File: config.mk
export PLATFORM = sky130hd
export DESIGN_NAME = sleep_wakeup_controller
export DESIGN_NICKNAME = d
export VERILOG_FILES = /design/src/logic/sleep_pkg.sv /design/src/logic/sleep_timer.sv /design/src/logic/wake_delay.sv /design/src/logic/sleep_wakeup_controller.sv
export SDC_FILE = /design/constraint.sdc
export NUM_CORES = 1
export LEC_CHECK = 0
export BUFFER_PORTS_ARGS = -buffer_cell sky130_fd_sc_hd__buf_2
export CAP_MARGIN = 20
export CORE_AREA = 2 2 94 96
export CTS_BUF_LIST = sky130_fd_sc_hd__clkbuf_8
export CTS_CLUSTER_DIAMETER = 80
export DETAILED_ROUTE_END_ITERATION = 10
export DIE_AREA = 0 0 96 98
export PLACE_DENSITY_LB_ADDON = 0.3
export SLEW_MARGIN = 15
export SYNTH_ARGS = -nofsm -noshare
export SYNTH_HDL_FRONTEND = slang
export SYNTH_SLANG_ARGS = --single-unit
File: constraint.sdc
create_clock -name clk -period 3.2 [get_ports clk]
set_input_delay 0.32 -clock clk [delete_from_list [all_inputs] [get_ports clk]]
set_output_delay 0.32 -clock clk [all_outputs]
set_load 0.01 [all_outputs]
File: src/logic/sleep_pkg.sv
// Constants for the sleep and wakeup controller
package sleep_pkg;
   // Sleep timer
   localparam int          TIMER_WIDTH     = 15;
   localparam int          SLOW_CLOCK_KHZ  = 32;
   localparam logic [7:0]  FULL_CLEAR_CODE = 8'h38;
   localparam logic [1:0]  WDT_TIMEOUT     = 2'h3;
   // Interval select: counter bit whose fall from one marks one interval
   localparam int          INTERVAL_BIT0   = 8;
   localparam int          INTERVAL_BIT1   = 10;
   localparam int          INTERVAL_BIT2   = 12;
   localparam int          INTERVAL_BIT3   = 14;
   // Clock and wakeup timing
   localparam int          CLK_MHZ         = 10;
   localparam int          POWER_GOOD_CYC  = 3;
   localparam logic [7:0]  WAKE_TAP_RESET  = 8'h7F;
   // Tap times in microseconds
   localparam int          T0_US0 = 10;
   localparam int          T0_US1 = 14;
   localparam int          T0_US2 = 20;
   localparam int          T0_US3 = 30;
   localparam int          T1_US0 = 3;
   localparam int          T1_US1 = 4;
   localparam int          T1_US2 = 5;
   localparam int          T1_US3 = 10;
   localparam int          T2_US0 = 1;
   localparam int          T2_US1 = 2;
   localparam int          T2_US2 = 5;
   localparam int          T2_US3 = 10;
   localparam int          DELAY_WIDTH = 10;
   // Sleep entry: halt request to power-down is 2.5 CPU cycles, rounded up
   localparam int          ENTRY_IGNORE_CYC = 3;
   // Wakeup tap field positions
   localparam int          T0_LSB = 0;
   localparam int          T1_LSB = 2;
   localparam int          T2_LSB = 4;
   localparam int          DBL_BIT = 6;

   typedef enum logic [1:0] {
      MODE_STANDBY,
      MODE_I2C,
      MODE_DEEP
   } sleep_mode_t;

   typedef enum logic [2:0] {
      ST_AWAKE,
      ST_HALT,
      ST_ASLEEP,
      ST_POWER_GOOD,
      ST_TAP0,
      ST_TAP1,
      ST_TAP2
   } seq_state_t;

   function automatic logic [DELAY_WIDTH-1:0] us_cycles(input int us);
      us_cycles = DELAY_WIDTH'(us * CLK_MHZ);
   endfunction
endpackage

File: src/logic/sleep_timer.sv
// Sleep timer and watchdog counter on the slow clock tick
`timescale 1ns/1ps
`default_nettype none
module sleep_timer (
   input  wire logic        clk,            // Main clock
   input  wire logic        reset,          // Any hardware reset
   input  wire logic        slow_tick,      // One pulse per slow clock edge
   input  wire logic        run,            // Timer may advance
   input  wire logic        clear_timer,    // Clear count (code 38h)
   input  wire logic        clear_wdt,      // Clear watchdog counter
   input  wire logic [1:0]  interval_sel,   // Sleep interval select
   output logic [14:0]      count,          // Sleep timer count
   output logic             interval_event, // Interval elapsed pulse
   output logic             watchdog_expire // Watchdog timeout pulse
);
   logic [14:0] count_reg;
   logic [1:0]  wdt_reg;
   logic        sel_bit;
   logic        sel_bit_reg;
   logic        rollover;

   // ==========================================================
   // Counter
   always_ff @(posedge clk) begin
      if (reset) begin
         count_reg <= 15'h0000;                           // see (RULE4)
      end else if (clear_timer) begin
         count_reg <= 15'h0000;                           // see (RULE5)
      end else if (run && slow_tick) begin
         count_reg <= count_reg + 15'h0001;               // see (RULE1)
      end
   end
   assign count = count_reg;
   assign rollover = run && slow_tick && (count_reg == 15'h7FFF);

   // ==========================================================
   // Interval tap; a bit falling from one marks a full interval
   always_comb begin
      unique case (interval_sel)
         2'h0: sel_bit = count_reg[sleep_pkg::INTERVAL_BIT0];
         2'h1: sel_bit = count_reg[sleep_pkg::INTERVAL_BIT1];
         2'h2: sel_bit = count_reg[sleep_pkg::INTERVAL_BIT2];
         2'h3: sel_bit = count_reg[sleep_pkg::INTERVAL_BIT3];
      endcase
   end
   always_ff @(posedge clk) begin
      if (reset) begin
         sel_bit_reg <= 1'b0;
      end else begin
         sel_bit_reg <= sel_bit;
      end
   end
   assign interval_event = sel_bit_reg && !sel_bit;       // see (RULE26)

   // ==========================================================
   // Watchdog: three rollovers since last clear
   always_ff @(posedge clk) begin
      if (reset || clear_wdt) begin
         wdt_reg <= 2'h0;                                 // see (RULE6)
      end else if (rollover && wdt_reg != sleep_pkg::WDT_TIMEOUT) begin
         wdt_reg <= wdt_reg + 2'h1;                       // see (RULE23)
      end
   end
   assign watchdog_expire = rollover && !clear_wdt &&
                            (wdt_reg == sleep_pkg::WDT_TIMEOUT - 2'h1);

   AST_CLEAR_ZERO: assert property (@(posedge clk) disable iff (reset)
      clear_timer |=> count_reg == 15'h0000) // see (RULE5)
      else $error("timer not cleared");
   AST_HOLD: assert property (@(posedge clk) disable iff (reset)
      !run && !clear_timer |=> $stable(count_reg)) // see (RULE2)
      else $error("timer moved while stopped");
endmodule // sleep_timer
`default_nettype wire

File: src/logic/wake_delay.sv
// One-shot delay counter for the wakeup taps
`timescale 1ns/1ps
`default_nettype none
module wake_delay (
   input  wire logic        clk,   // Main clock
   input  wire logic        reset, // Synchronous reset
   input  wire logic        start, // Load a new delay
   input  wire logic [9:0]  cycles,// Delay length in cycles
   output logic             done   // High when delay elapsed
);
   logic [9:0] left_reg;
   always_ff @(posedge clk) begin
      if (reset) begin
         left_reg <= 10'h000;
      end else if (start) begin
         left_reg <= cycles;
      end else if (left_reg != 10'h000) begin
         left_reg <= left_reg - 10'h001;
      end
   end
   // No path from start to done: the sequencer derives start from done
   assign done = (left_reg == 10'h000);
endmodule // wake_delay
`default_nettype wire

File: src/logic/sleep_wakeup_controller.sv
// Sleep entry, wakeup sequencing, sleep timer and watchdog control
// ============================================================
// Function
// (RULE1) Sleep timer is 15-bit slow-clock counter
// (RULE2) Timer stops in deep sleep, debug stop
// (RULE3) Enabled interval interrupt, asleep or awake
// (RULE4) Any hardware reset zeroes the timer
// (RULE5) Clear code 38h also zeroes timer
// (RULE6) Any clear write resets watchdog counter
// (RULE7) Sleep bit requests standby entry
// (RULE8) Deep sleep setup then low-speed osc off
// (RULE9) Crystal select without crystal stops slow clock
// (RULE10) I2C sleep wakes on address match
// (RULE11) Standby wakes on timer, GPIO, timer0
// (RULE12) I2C sleep adds I2C wake source
// (RULE13) Deep sleep wakes on GPIO only
// (RULE14) Low-voltage during buzz wakes standby
// (RULE15) Standby watchdog wakes first, then resets
// (RULE16) Sleep bit clear starts tapped wakeup
// (RULE17) Power good lasts three slow cycles
// (RULE18) T0,T1,T2 delay taps in order
// (RULE19) Pending interrupt blocks sleep bit set
// (RULE20) Masked-global interrupts still wake device
// (RULE21) Prefetched instruction runs before service
// (RULE22) Interrupts ignored before power-down
// (RULE23) Watchdog fires after three rollovers
// (RULE24) Halt request, acknowledge, then power-down
// (RULE25) Osc disable halts timer in sleep
// (RULE26) Interval event on selected bit toggle; the code fires only when the bit falls from one
`timescale 1ns/1ps
`default_nettype none
module sleep_wakeup_controller (
   input  wire logic       clk,                  // CPU clock, 10 MHz
   input  wire logic       reset,                // POR or external reset
   input  wire logic       slow_clock_tick,      // Slow osc edge pulse
   input  wire logic       crystal_tick,         // Crystal osc edge pulse
   input  wire logic       sleep_bit_write,      // Write 1 to sleep bit
   input  wire logic       cpu_stop_bit,         // CPU stop bit
   input  wire logic       debug_mode,           // Emulator in debug
   input  wire logic       wdt_clear_write,      // Clear register strobe
   input  wire logic [7:0] wdt_clear_data,       // Clear register data
   input  wire logic [1:0] sleep_interval,       // Interval select
   input  wire logic       timer_irq_enable,     // Timer irq mask bit
   input  wire logic       i2c_retention,        // I2C supply on in sleep
   input  wire logic       slow_osc_disable,     // Osc off in sleep
   input  wire logic       crystal_clock_select, // Use crystal
   input  wire logic       crystal_present_flag, // Crystal exists
   input  wire logic [7:0] wake_tap_config,      // Wakeup tap settings
   input  wire logic       irq_pending,          // Enabled irq pending
   input  wire logic       gpio_irq,             // GPIO interrupt
   input  wire logic       timer0_irq,           // Timer 0 interrupt
   input  wire logic       i2c_start,            // I2C start seen
   input  wire logic       i2c_bit_valid,        // I2C address bit strobe
   input  wire logic       i2c_bit,              // I2C address bit
   input  wire logic [7:0] i2c_own_address,      // Match address
   input  wire logic       low_voltage_detect,   // Supply below limit
   input  wire logic       buzz_active,          // Buzz interval
   input  wire logic       halt_acknowledge,     // CPU halt ack
   output logic            halt_request,         // Halt CPU
   output logic            power_down_signal,    // System power down
   output logic            sleep_bit,            // Sleep bit state
   output logic            slow_osc_running,     // Low-speed osc on
   output logic            timer_irq,            // Sleep timer irq
   output logic            i2c_irq,              // I2C address match
   output logic            wakeup_done,          // Wakeup finished pulse
   output logic            watchdog_reset_event, // System reset pulse
   output logic [14:0]     timer_count           // Sleep timer value
);
   sleep_pkg::seq_state_t   state_reg;
   sleep_pkg::sleep_mode_t  mode_reg;
   logic        sleep_reg;
   logic        halt_reg;
   logic        pd_reg;
   logic [1:0]  entry_cnt_reg;
   logic [1:0]  pg_cnt_reg;
   logic        wdr_pending_reg;
   logic        wdr_reg;
   logic        irq_reg;
   logic        i2c_irq_reg;
   logic [7:0]  i2c_shift_reg;
   logic [3:0]  i2c_cnt_reg;
   logic        osc_on;
   logic        tick;
   logic        clk_dead;
   logic        timer_run;
   logic        interval_event;
   logic        wdt_expire;
   logic        wake_src;
   logic        asleep;
   logic        dly_start;
   logic [9:0]  dly_cycles;
   logic        dly_done;
   logic        dbl;
   logic        hw_reset;

   // ============================================================
   // Slow clock selection and timer run
   assign clk_dead = crystal_clock_select && !crystal_present_flag; // see (RULE9)
   assign asleep   = pd_reg;
   assign osc_on   = !(asleep && slow_osc_disable);                // see (RULE25)
   assign tick     = osc_on && !clk_dead &&
                     (crystal_clock_select ? crystal_tick : slow_clock_tick);
   assign timer_run = osc_on && !(debug_mode && cpu_stop_bit);     // see (RULE2)
   assign hw_reset = reset || wdr_reg;                             // see (RULE4)

   sleep_timer u_timer (
      .clk             (clk),
      .reset           (hw_reset),
      .slow_tick       (tick),
      .run             (timer_run),
      .clear_timer     (wdt_clear_write &&
                        wdt_clear_data == sleep_pkg::FULL_CLEAR_CODE),
      .clear_wdt       (wdt_clear_write),
      .interval_sel    (sleep_interval),
      .count           (timer_count),
      .interval_event  (interval_event),
      .watchdog_expire (wdt_expire)
   );

   // ============================================================
   // Timer interrupt, raised whether asleep or not
   always_ff @(posedge clk) begin
      if (hw_reset) begin
         irq_reg <= 1'b0;
      end else begin
         irq_reg <= interval_event && timer_irq_enable; // see (RULE3)
      end
   end
   assign timer_irq = irq_reg;

   // ============================================================
   // I2C address collector, active only in I2C sleep
   always_ff @(posedge clk) begin
      if (hw_reset || !(asleep && mode_reg == sleep_pkg::MODE_I2C)) begin
         i2c_shift_reg <= 8'h00;
         i2c_cnt_reg   <= 4'h0;
         i2c_irq_reg   <= 1'b0;
      end else if (i2c_start) begin
         i2c_shift_reg <= 8'h00;
         i2c_cnt_reg   <= 4'h1;
         i2c_irq_reg   <= 1'b0;
      end else if (i2c_bit_valid && i2c_cnt_reg != 4'h0) begin
         i2c_shift_reg <= {i2c_shift_reg[6:0], i2c_bit};
         i2c_cnt_reg   <= (i2c_cnt_reg == 4'h8) ? 4'h0 : i2c_cnt_reg + 4'h1;
         if (i2c_cnt_reg == 4'h8) begin
            i2c_irq_reg <= {i2c_shift_reg[6:0], i2c_bit} ==
                           i2c_own_address;             // see (RULE10)
         end
      end
   end
   assign i2c_irq = i2c_irq_reg;

   // ============================================================
   // Wake source selection per mode
   always_comb begin
      unique case (mode_reg)
         sleep_pkg::MODE_STANDBY: wake_src = irq_reg || gpio_irq ||
            timer0_irq || (low_voltage_detect && buzz_active) ||
            wdr_pending_reg;                            // see (RULE11) (RULE14)
         sleep_pkg::MODE_I2C: wake_src = irq_reg || gpio_irq ||
            timer0_irq || i2c_irq_reg;                  // see (RULE12)
         sleep_pkg::MODE_DEEP: wake_src = gpio_irq;     // see (RULE13)
         default: wake_src = gpio_irq;
      endcase
   end

   // ============================================================
   // Wakeup tap lengths, doubled when asked
   assign dbl = wake_tap_config[sleep_pkg::DBL_BIT];
   always_comb begin
      dly_cycles = 10'h000;
      unique case (state_reg)
         sleep_pkg::ST_POWER_GOOD: begin
            unique case (wake_tap_config[sleep_pkg::T0_LSB +: 2])
               2'h0: dly_cycles = sleep_pkg::us_cycles(sleep_pkg::T0_US0);
               2'h1: dly_cycles = sleep_pkg::us_cycles(sleep_pkg::T0_US1);
               2'h2: dly_cycles = sleep_pkg::us_cycles(sleep_pkg::T0_US2);
               2'h3: dly_cycles = sleep_pkg::us_cycles(sleep_pkg::T0_US3);
            endcase
         end
         sleep_pkg::ST_TAP0: begin
            unique case (wake_tap_config[sleep_pkg::T1_LSB +: 2])
               2'h0: dly_cycles = sleep_pkg::us_cycles(sleep_pkg::T1_US0);
               2'h1: dly_cycles = sleep_pkg::us_cycles(sleep_pkg::T1_US1);
               2'h2: dly_cycles = sleep_pkg::us_cycles(sleep_pkg::T1_US2);
               2'h3: dly_cycles = sleep_pkg::us_cycles(sleep_pkg::T1_US3);
            endcase
         end
         default: begin
            unique case (wake_tap_config[sleep_pkg::T2_LSB +: 2])
               2'h0: dly_cycles = sleep_pkg::us_cycles(sleep_pkg::T2_US0);
               2'h1: dly_cycles = sleep_pkg::us_cycles(sleep_pkg::T2_US1);
               2'h2: dly_cycles = sleep_pkg::us_cycles(sleep_pkg::T2_US2);
               2'h3: dly_cycles = sleep_pkg::us_cycles(sleep_pkg::T2_US3);
            endcase
         end
      endcase
      if (dbl) begin
         dly_cycles = {dly_cycles[8:0], 1'b0};
      end
   end
   assign dly_start = (state_reg == sleep_pkg::ST_POWER_GOOD &&
                       pg_cnt_reg == 2'(sleep_pkg::POWER_GOOD_CYC) &&
                       slow_clock_tick) ||
                      (state_reg == sleep_pkg::ST_TAP0 && dly_done) ||
                      (state_reg == sleep_pkg::ST_TAP1 && dly_done);

   wake_delay u_delay (
      .clk    (clk),
      .reset  (hw_reset),
      .start  (dly_start),
      .cycles (dly_cycles),
      .done   (dly_done)
   );

   // ============================================================
   // Sleep sequencer
   always_ff @(posedge clk) begin
      if (hw_reset) begin
         state_reg     <= sleep_pkg::ST_AWAKE;
         sleep_reg     <= 1'b0;
         halt_reg      <= 1'b0;
         pd_reg        <= 1'b0;
         entry_cnt_reg <= 2'h0;
         pg_cnt_reg    <= 2'h0;
         mode_reg      <= sleep_pkg::MODE_STANDBY;
      end else begin
         unique case (state_reg)
            sleep_pkg::ST_AWAKE: begin
               // Pending interrupt keeps the bit clear; see (RULE19)
               if (sleep_bit_write && !irq_pending) begin
                  sleep_reg     <= 1'b1;                 // see (RULE7)
                  halt_reg      <= 1'b1;                 // see (RULE24)
                  entry_cnt_reg <= 2'h1;
                  state_reg     <= sleep_pkg::ST_HALT;
                  if (!i2c_retention && slow_osc_disable &&
                      !crystal_clock_select) begin
                     mode_reg <= sleep_pkg::MODE_DEEP;   // see (RULE8)
                  end else if (i2c_retention) begin
                     mode_reg <= sleep_pkg::MODE_I2C;
                  end else begin
                     mode_reg <= sleep_pkg::MODE_STANDBY;
                  end
               end
            end
            sleep_pkg::ST_HALT: begin
               // Wake sources ignored until power-down; see (RULE22)
               if (entry_cnt_reg != 2'(sleep_pkg::ENTRY_IGNORE_CYC)) begin
                  entry_cnt_reg <= entry_cnt_reg + 2'h1;
               end else if (halt_acknowledge) begin
                  pd_reg    <= 1'b1;                     // see (RULE24)
                  state_reg <= sleep_pkg::ST_ASLEEP;
               end
            end
            sleep_pkg::ST_ASLEEP: begin
               // Unmasked source wakes regardless of global enable
               if (wake_src) begin                       // see (RULE20)
                  sleep_reg  <= 1'b0;                    // see (RULE16)
                  pg_cnt_reg <= 2'h0;
                  state_reg  <= sleep_pkg::ST_POWER_GOOD;
               end
            end
            sleep_pkg::ST_POWER_GOOD: begin
               if (dly_start) begin
                  pd_reg    <= 1'b0;
                  state_reg <= sleep_pkg::ST_TAP0;
               end else if (slow_clock_tick) begin
                  pg_cnt_reg <= pg_cnt_reg + 2'h1;       // see (RULE17)
               end
            end
            sleep_pkg::ST_TAP0: begin
               if (dly_done) begin
                  state_reg <= sleep_pkg::ST_TAP1;       // see (RULE18)
               end
            end
            sleep_pkg::ST_TAP1: begin
               if (dly_done) begin
                  state_reg <= sleep_pkg::ST_TAP2;
               end
            end
            sleep_pkg::ST_TAP2: begin
               if (dly_done) begin
                  // CPU resumes with its prefetched instruction
                  halt_reg  <= 1'b0;                     // see (RULE21)
                  state_reg <= sleep_pkg::ST_AWAKE;
               end
            end
         endcase
      end
   end

   // ============================================================
   // Watchdog: in sleep it waits for the wakeup to finish
   always_ff @(posedge clk) begin
      if (hw_reset) begin
         wdr_pending_reg <= 1'b0;
         wdr_reg         <= 1'b0;
      end else begin
         if (wdt_expire && state_reg != sleep_pkg::ST_AWAKE) begin
            wdr_pending_reg <= 1'b1;                     // see (RULE15)
         end
         wdr_reg <= (wdt_expire && state_reg == sleep_pkg::ST_AWAKE) ||
                    (wdr_pending_reg && wakeup_done);
      end
   end

   assign wakeup_done = state_reg == sleep_pkg::ST_TAP2 && dly_done;
   assign halt_request = halt_reg;
   assign power_down_signal = pd_reg;
   assign sleep_bit = sleep_reg;
   assign slow_osc_running = osc_on;
   assign watchdog_reset_event = wdr_reg;

   AST_PENDING_BLOCKS: assert property (@(posedge clk) disable iff (hw_reset)
      state_reg == sleep_pkg::ST_AWAKE && sleep_bit_write && irq_pending
      |=> !sleep_reg) // see (RULE19)
      else $error("sleep bit set despite pending irq");
   AST_PD_AFTER_ACK: assert property (@(posedge clk) disable iff (hw_reset)
      $rose(pd_reg) |-> $past(halt_acknowledge) && halt_reg) // see (RULE24)
      else $error("power down without acknowledge");
   AST_DEEP_GPIO: assert property (@(posedge clk) disable iff (hw_reset)
      state_reg == sleep_pkg::ST_ASLEEP && mode_reg == sleep_pkg::MODE_DEEP
      && !gpio_irq |=> state_reg == sleep_pkg::ST_ASLEEP) // see (RULE13)
      else $error("deep sleep left without gpio");
   AST_IGNORE_EARLY: assert property (@(posedge clk) disable iff (hw_reset)
      $rose(halt_reg) |=> !pd_reg [*2]) // see (RULE22)
      else $error("power down too early");
   AST_WDR_AFTER_WAKE: assert property (@(posedge clk) disable iff (reset)
      wdr_reg |-> $past(state_reg) == sleep_pkg::ST_AWAKE ||
      $past(wakeup_done)) // see (RULE15)
      else $error("watchdog reset mid sleep");
   AST_DEAD_NO_TICK: assert property (@(posedge clk) disable iff (hw_reset)
      clk_dead |-> !tick) // see (RULE9)
      else $error("slow clock ran without crystal");
   COV_SLEEP: cover property (@(posedge clk) $rose(pd_reg));
   COV_WAKE: cover property (@(posedge clk) wakeup_done);
   COV_I2C: cover property (@(posedge clk) i2c_irq_reg);
endmodule // sleep_wakeup_controller
`default_nettype wire

==> results of run 1 <==
[metrics by stage]
step	setup WS, ns	instances	hold WS [ns]	total power (W)	utilization, %
floorplan	1.06	386	0.397	0.00142	-
global route	0.383	560	0.224	0.00210	44.8
detailed placement	0.796	552	0.409	0.00158	43.8
CTS	0.501	560	0.214	0.00196	44.8
global placement	0.836	552	0.407	0.00155	43.8
finish	0.513	560	0.216	0.00194	44.8
[kinds of logic (layout without fill, tap and decap cells)]
| logic type | after synthesis | in the layout | share of synthesized area (%) |
|---|---|---|---|
| xor+xnor | 26 | 26 | 6.98 |
| compound gates | 85 | 85 | 17.7 |
| mux | 15 | 15 | 5.03 |
| fa+ha+maj | 21 | 21 | 8.06 |
| simple gates | 151 | 151 | 24.4 |
| flops | 55 | 55 | 33.8 |
| buf+inv | 33 | 99 | 4.03 |
[power by group]
| part | total, W | switching (W) | leakage, nW | internal, W |
|---|---|---|---|---|
| logic | 0.000697 | 0.000365 | 1.09 | 0.000332 |
| registers | 0.000871 | 0.000112 | 0.446 | 0.000759 |
| clock network | 0.000377 | 0.000227 | 0.0453 | 0.000151 |
| total | 0.00194 | 0.000703 | 1.58 | 0.00124 |
[final timing paths]
check                                           end  slack [ns]  cells after the start
worst min-delay path             u_timer.wdt_reg[0]        0.22                      2
worst max-delay path                    wakeup_done        0.51                      6
worst min register to register            timer_irq        0.43                      2
worst max register to register  u_delay.left_reg[2]        0.79                      7
[critical path, cell delays in order (launching register included)]
cell,delay (ns)
dfxtp_1,0.36
inv_1,0.09
ha_1,0.15
or4b_1,0.46
or3_1,0.53
nor3_1,0.28
buf_2,0.19
[placed cells by master, fill, tap and decap left out, types with 3 or more instances in the layout]
cell type | Yosys | layout
xnor2_1 | 22 | 22
or4_1 | 6 | 6
o22ai_1 | 5 | 5
nand2b_1 | 5 | 5
nand3_1 | 11 | 11
buf_4 | 0 | 3
nand3b_1 | 3 | 3
dfxtp_1 | 55 | 55
clkbuf_8 | 0 | 5
mux2i_1 | 13 | 13
nand2_1 | 22 | 22
nor4_1 | 4 | 4
a2bb2oi_1 | 3 | 3
ha_1 | 21 | 21
buf_2 | 0 | 69
nor2_1 | 41 | 41
a211oi_1 | 4 | 4
xor2_1 | 4 | 4
or3_1 | 9 | 9
inv_1 | 19 | 20
o2111ai_1 | 4 | 4
nor2b_1 | 5 | 5
or2_2 | 4 | 4
o21ai_0 | 20 | 20
nand4_1 | 8 | 8
nor3_1 | 17 | 17
a21oi_1 | 22 | 22
[per-layer routing]
layer / up-vias / routed length [um] / part of all wire [%]
li1: 1527 / - / -
met3: 6 / 448 / 5.8
met2: 77 / 3620 / 47
met4: 0 / 78 / 1.0
met1: 1415 / 3580 / 46
met5: - / 0 / 0
[final cells by class]
type | count | area, um2 | share of cell area [%]
clock inverter | 3 | 16.3 | 0.428
sequential | 55 | 1100 | 29.0
multi-input combinational | 298 | 2040 | 53.6
clock buffer | 5 | 68.8 | 1.81
inverter | 19 | 71.3 | 1.88
timing repair buffer | 72 | 368 | 9.69
tap | 108 | 135 | 3.56
==> reports/results.txt, run 1 <==
status: completed
vias in the first global route: 2,859
Final Cell Area: 3800 um2
worst r2r src: u_delay.left_reg[0]
standard-cell row count: 34
crit path from: u_delay.left_reg[0]
CTS Buf Count: 5
initial core utilization: 38.5%
Synth Flop Type: dfxtp_1
Worst Path Required: 2.88 ns
RSZ-0062 raised after global routing: false
Post-synth EDFFs: 0
Post-DP Area: 3710 um2
area share of the largest cell type after synthesis: 33.8%
vias after detailed routing: 3,025
worst hold start: wdt_clear_write
DRC violations left: 0
Final setup viols: 0
Die Span Y: 98 um
Post-CTS Hold Fix Bufs: 0
CTS Sinks: 55
Pleak: 1.58 nW
Chip Width: 96 um
synth warn: 0
CTS max path bufs: 2
Hold Vio Cnt, Final: 0
CP Class: reg -> out
Final Slew Violations: 0
Fillers: 860
gpl congestion: 0.832
minimum clock period: 2.69 ns
diode count: 0
met1 usage in global routing: 22.5%
highest clock rate: 372 MHz
Worst IR Drop VDD: 0.193 mV
critical path launch point type: flop
Final Skew: 0.0129 ns
Root Driver: clkbuf_8
Setup crit end kind: output port
# port buffers: 69
Detailed Route Iter0 Violations: 94
GR Util met2: 27.9%
CTS tree: done
WL final: 7.73 mm
Slew Limit Headroom: 55.4%
die area: 9410 um2
post-route ant nets: 0
H-tree levels: 2
Synth area leader: dfxtp_1
Clock Pin Slew Worst Setup and Hold Paths: 0.10 ns
fin nets: 520
Area Overhead vs Synth: 16.4%
Mean Syn Cell Area: 8.45 um2
Async S/R FF share, synth: 0%
Unique masters post-synth: 63
Mapped Nets: 455
Setup TNS: 0 ns
cts repair resizes: 0
Worst-Margin Slew: 0.668 ns
crit share post-route: 84.0%
critical path arrival: 2.37 ns
top-count cell post-synth: dfxtp_1
DR pass1 iterations: 4
max-cap violation count: 0
max reg flops: 15
most frequent cells after synthesis: dfxtp_1, nor2_1, a21oi_1, nand2_1, xnor2_1
io pins: 71
Post-CTS Setup Inserts: 0
Via density: 5.40
Tot GR Track Use: 17.0%
Post-DP HPWL: 5.99 mm
GRT busiest layer: met2
largest net degree at the start of global routing: 22
layout cells sized above 1: 21.0%
post-DR wirelength/cell: 13.8 um
count of state elements after synthesis: 55
GRT met3 Usage: 3.86%
top post-synthesis cells by area: dfxtp_1, ha_1, xnor2_1
worst min path class: in -> reg
core box area: 8470 um2
Worst Path Max Fanout: 8
gr ovfl total: 0
Mapped Cells: 386
area of the mapped netlist: 3260 um2
first-pass GRT wire length: 13.1 mm
power per cell area: 512 nW/um2
initial antenna violation count: 0
clock latency on the worst-skew pair: 0.31 ns
post-synthesis sequential area ratio: 33.8%
(Power assumes the default switching activity.)
==> inputs of run 2 (changes only) <==
Settings changed: ABC_AREA set to 1, CORE_AREA 2 2 94 96 to 2 2 95 97, DIE_AREA 0 0 96 98 to 0 0 97 99.
Clock period 3.2 ns to 2.4 ns, I/O delays scaled along.
==> run 2 against run 1 <==
Synthesized area up 3.4%. Worst hold slack worse by 0.049 ns. Routed wire length up 2.1%. Synthesized cell count up 27%. Via count up 9.4%. Global-route usage about the same. Design area up 3.3%. Die area up 2.1%. First-iteration DRC count up 26%. Critical path depth up 1. Critical endpoint unchanged. Combinational power up 39%. Sequential cell count unchanged.
==> reports/results.txt, run 2 <==
status: completed
fin nets: 629
post-route ant nets: 0
largest net degree at the start of global routing: 20
multiplexer area fraction after synthesis: 0%
CTS max path bufs: 2
M1 wire length: 3.78 mm
Mapped Cells: 490
vias in the first global route: 3,095
Post-DP Area: 3820 um2
CP max stage cell: dfxtp_1
initial antenna violation count: 0
critical path launch point type: flop
synth warn: 0
crit-path cells: inv_1 -> ha_1 -> nand3_2 -> nor2_4 -> inv_2 -> nor2_1 -> buf_2
most frequent cells in the layout: nand2_1, buf_2, nor2_1, inv_1, dfxtp_1
simple-gate area share of the yosys netlist: 33.4%
Hold Vio Cnt, Final: 0
count of state elements after synthesis: 55
RSZ-0062 raised after global routing: false
Die Span Y: 99 um
Compound-Gate Fraction of Synth Area: 13.5%
Slew Limit Headroom: 66.6%
Clock Pin Slew Worst Setup and Hold Paths: 0.11 ns
Synth area leader: dfxtp_1
gr ovfl total: 0
Top Metal Used: met4
Worst IR Drop VDD: 0.380 mV
Pleak: 1.82 nW
power per cell area: 673 nW/um2
worst path bufs/invs: 3
Synth Flop Type: dfxtp_1
Setup TNS: 0 ns
Setup crit end kind: output port
vias after detailed routing: 3,308
gpl congestion: 0.853
Synth Area in Adders: 7.79%
cell family with most CP delay: simple AND/OR/NAND/NOR gates
Post-Synth XOR/XNOR Area: 4.16%
CTS tree: done
layout cells sized above 1: 20.5%
area share of the largest cell type after synthesis: 32.7%
Tot GR Track Use: 17.1%
standard-cell row count: 34
WL final: 7.89 mm
Worst-Margin Slew: 0.500 ns
Fillers: 880
main combinational cell family by area after synthesis: simple AND/OR/NAND/NOR gates
die area: 9600 um2
# port buffers: 69
routed wl met3: 322 um
top-count cell post-synth: nand2_1
post-DR wirelength/cell: 11.8 um
Post-CTS Hold Fix Bufs: 0
post-synthesis sequential area ratio: 32.7%
initial core utilization: 39.4%
Async S/R FF share, synth: 0%
Via density: 4.94
crit-path max cell delay: 0.33 ns
area of the mapped netlist: 3370 um2
commonest non-fill, non-tap cell in the layout: nand2_1
top post-synthesis cells by area: dfxtp_1, nand2_1, ha_1
Post-synth EDFFs: 0
first-pass GRT wire length: 13.8 mm
critical path arrival: 1.74 ns
hold slack: 0.166 ns
Area Overhead vs Synth: 16.3%
Post-CTS Setup Inserts: 0
Final Slew Violations: 0
Final setup viols: 0
Chip Width: 97 um
H-tree levels: 2
minimum clock period: 1.98 ns
CTS Sinks: 55
diode count: 0
Worst Path Max Fanout: 8
Mapped Nets: 559
highest clock rate: 505 MHz
Post-DP HPWL: 6.24 mm
most frequent cells after synthesis: nand2_1, nor2_1, inv_1
Layout Utilization: 45.9%
Root Driver: clkbuf_8
cts repair resizes: 0
core box area: 8550 um2
CP Class: reg -> out
Detailed Route Iter0 Violations: 118
Final Cell Area: 3920 um2
Mean Syn Cell Area: 6.88 um2
max reg flops: 15
DR pass1 iterations: 4
worst min path class: in -> reg
io pins: 71
Final Skew: 0.00740 ns
met2 WL: 3.69 mm
clock latency on the worst-skew pair: 0.32 ns
Worst Path Required: 2.16 ns
CTS Buf Count: 5
DRC violations left: 0
crit share post-route: 82.5%
Unique masters post-synth: 39
max-cap violation count: 0
[run 2: cells by family (layout without fill, tap and decap cells)]
family          count (synthesis)  after routing
flops                          55             55
buf+inv                        73            144
fa+ha+maj                      21             21
simple gates                  240            240
xor+xnor                       16             16
compound gates                 85             85
[run 2: layer usage]
metal | GRT usage, % | vias to the layer above
li1 | - | 1739
met4 | 4.55 | 0
met1 | 22.3 | 1493
met3 | 2.34 | 8
met2 | 29.6 | 68
met5 | 0 | -
[run 2: cell type report]
class / count / area (um2) / share of cell area, %
well taps: 108 / 135 / 3.45
clock inverters: 3 / 27.5 / 0.702
flip-flops and latches: 55 / 1100 / 28.1
repair buffers: 71 / 360 / 9.19
multi-input cells: 362 / 1980 / 50.6
clock buffers: 5 / 68.8 / 1.75
inverters: 65 / 244 / 6.22
[run 2: power by group]
part	leakage, nW	internal (W)	switching (W)
clock network	0.0463	0.000215	0.000337
registers	0.447	0.00103	0.0000931
logic	1.33	0.000381	0.000585
[run 2: final timing paths]
check,start,to,slack (ns),cells past startpoint
min,timer_irq_enable,timer_irq,0.17,3
max,u_delay.left_reg[0],wakeup_done,0.42,7
min reg2reg,u_timer.sel_bit_reg,timer_irq,0.46,2
max reg2reg,state_reg[2],u_delay.left_reg[6],0.58,8
[run 2: through the flow]
step,total power (W),worst slack [ns],cells
after floorplan,0.00188,0.971,490
after global placement,0.00207,0.651,661
after detailed placement,0.00210,0.634,661
after CTS,0.00266,0.437,669
after global routing,0.00287,0.291,669
final,0.00264,0.420,669
[run 2: worst reg2reg max path: cells and delay by family (launching register included)]
family	cells	cell delay, ns
AO/OA/AOI/OAI	1	0.12
buffers and inverters	2	0.33
flip-flops	1	0.57
AND/OR/NAND/NOR	5	0.75
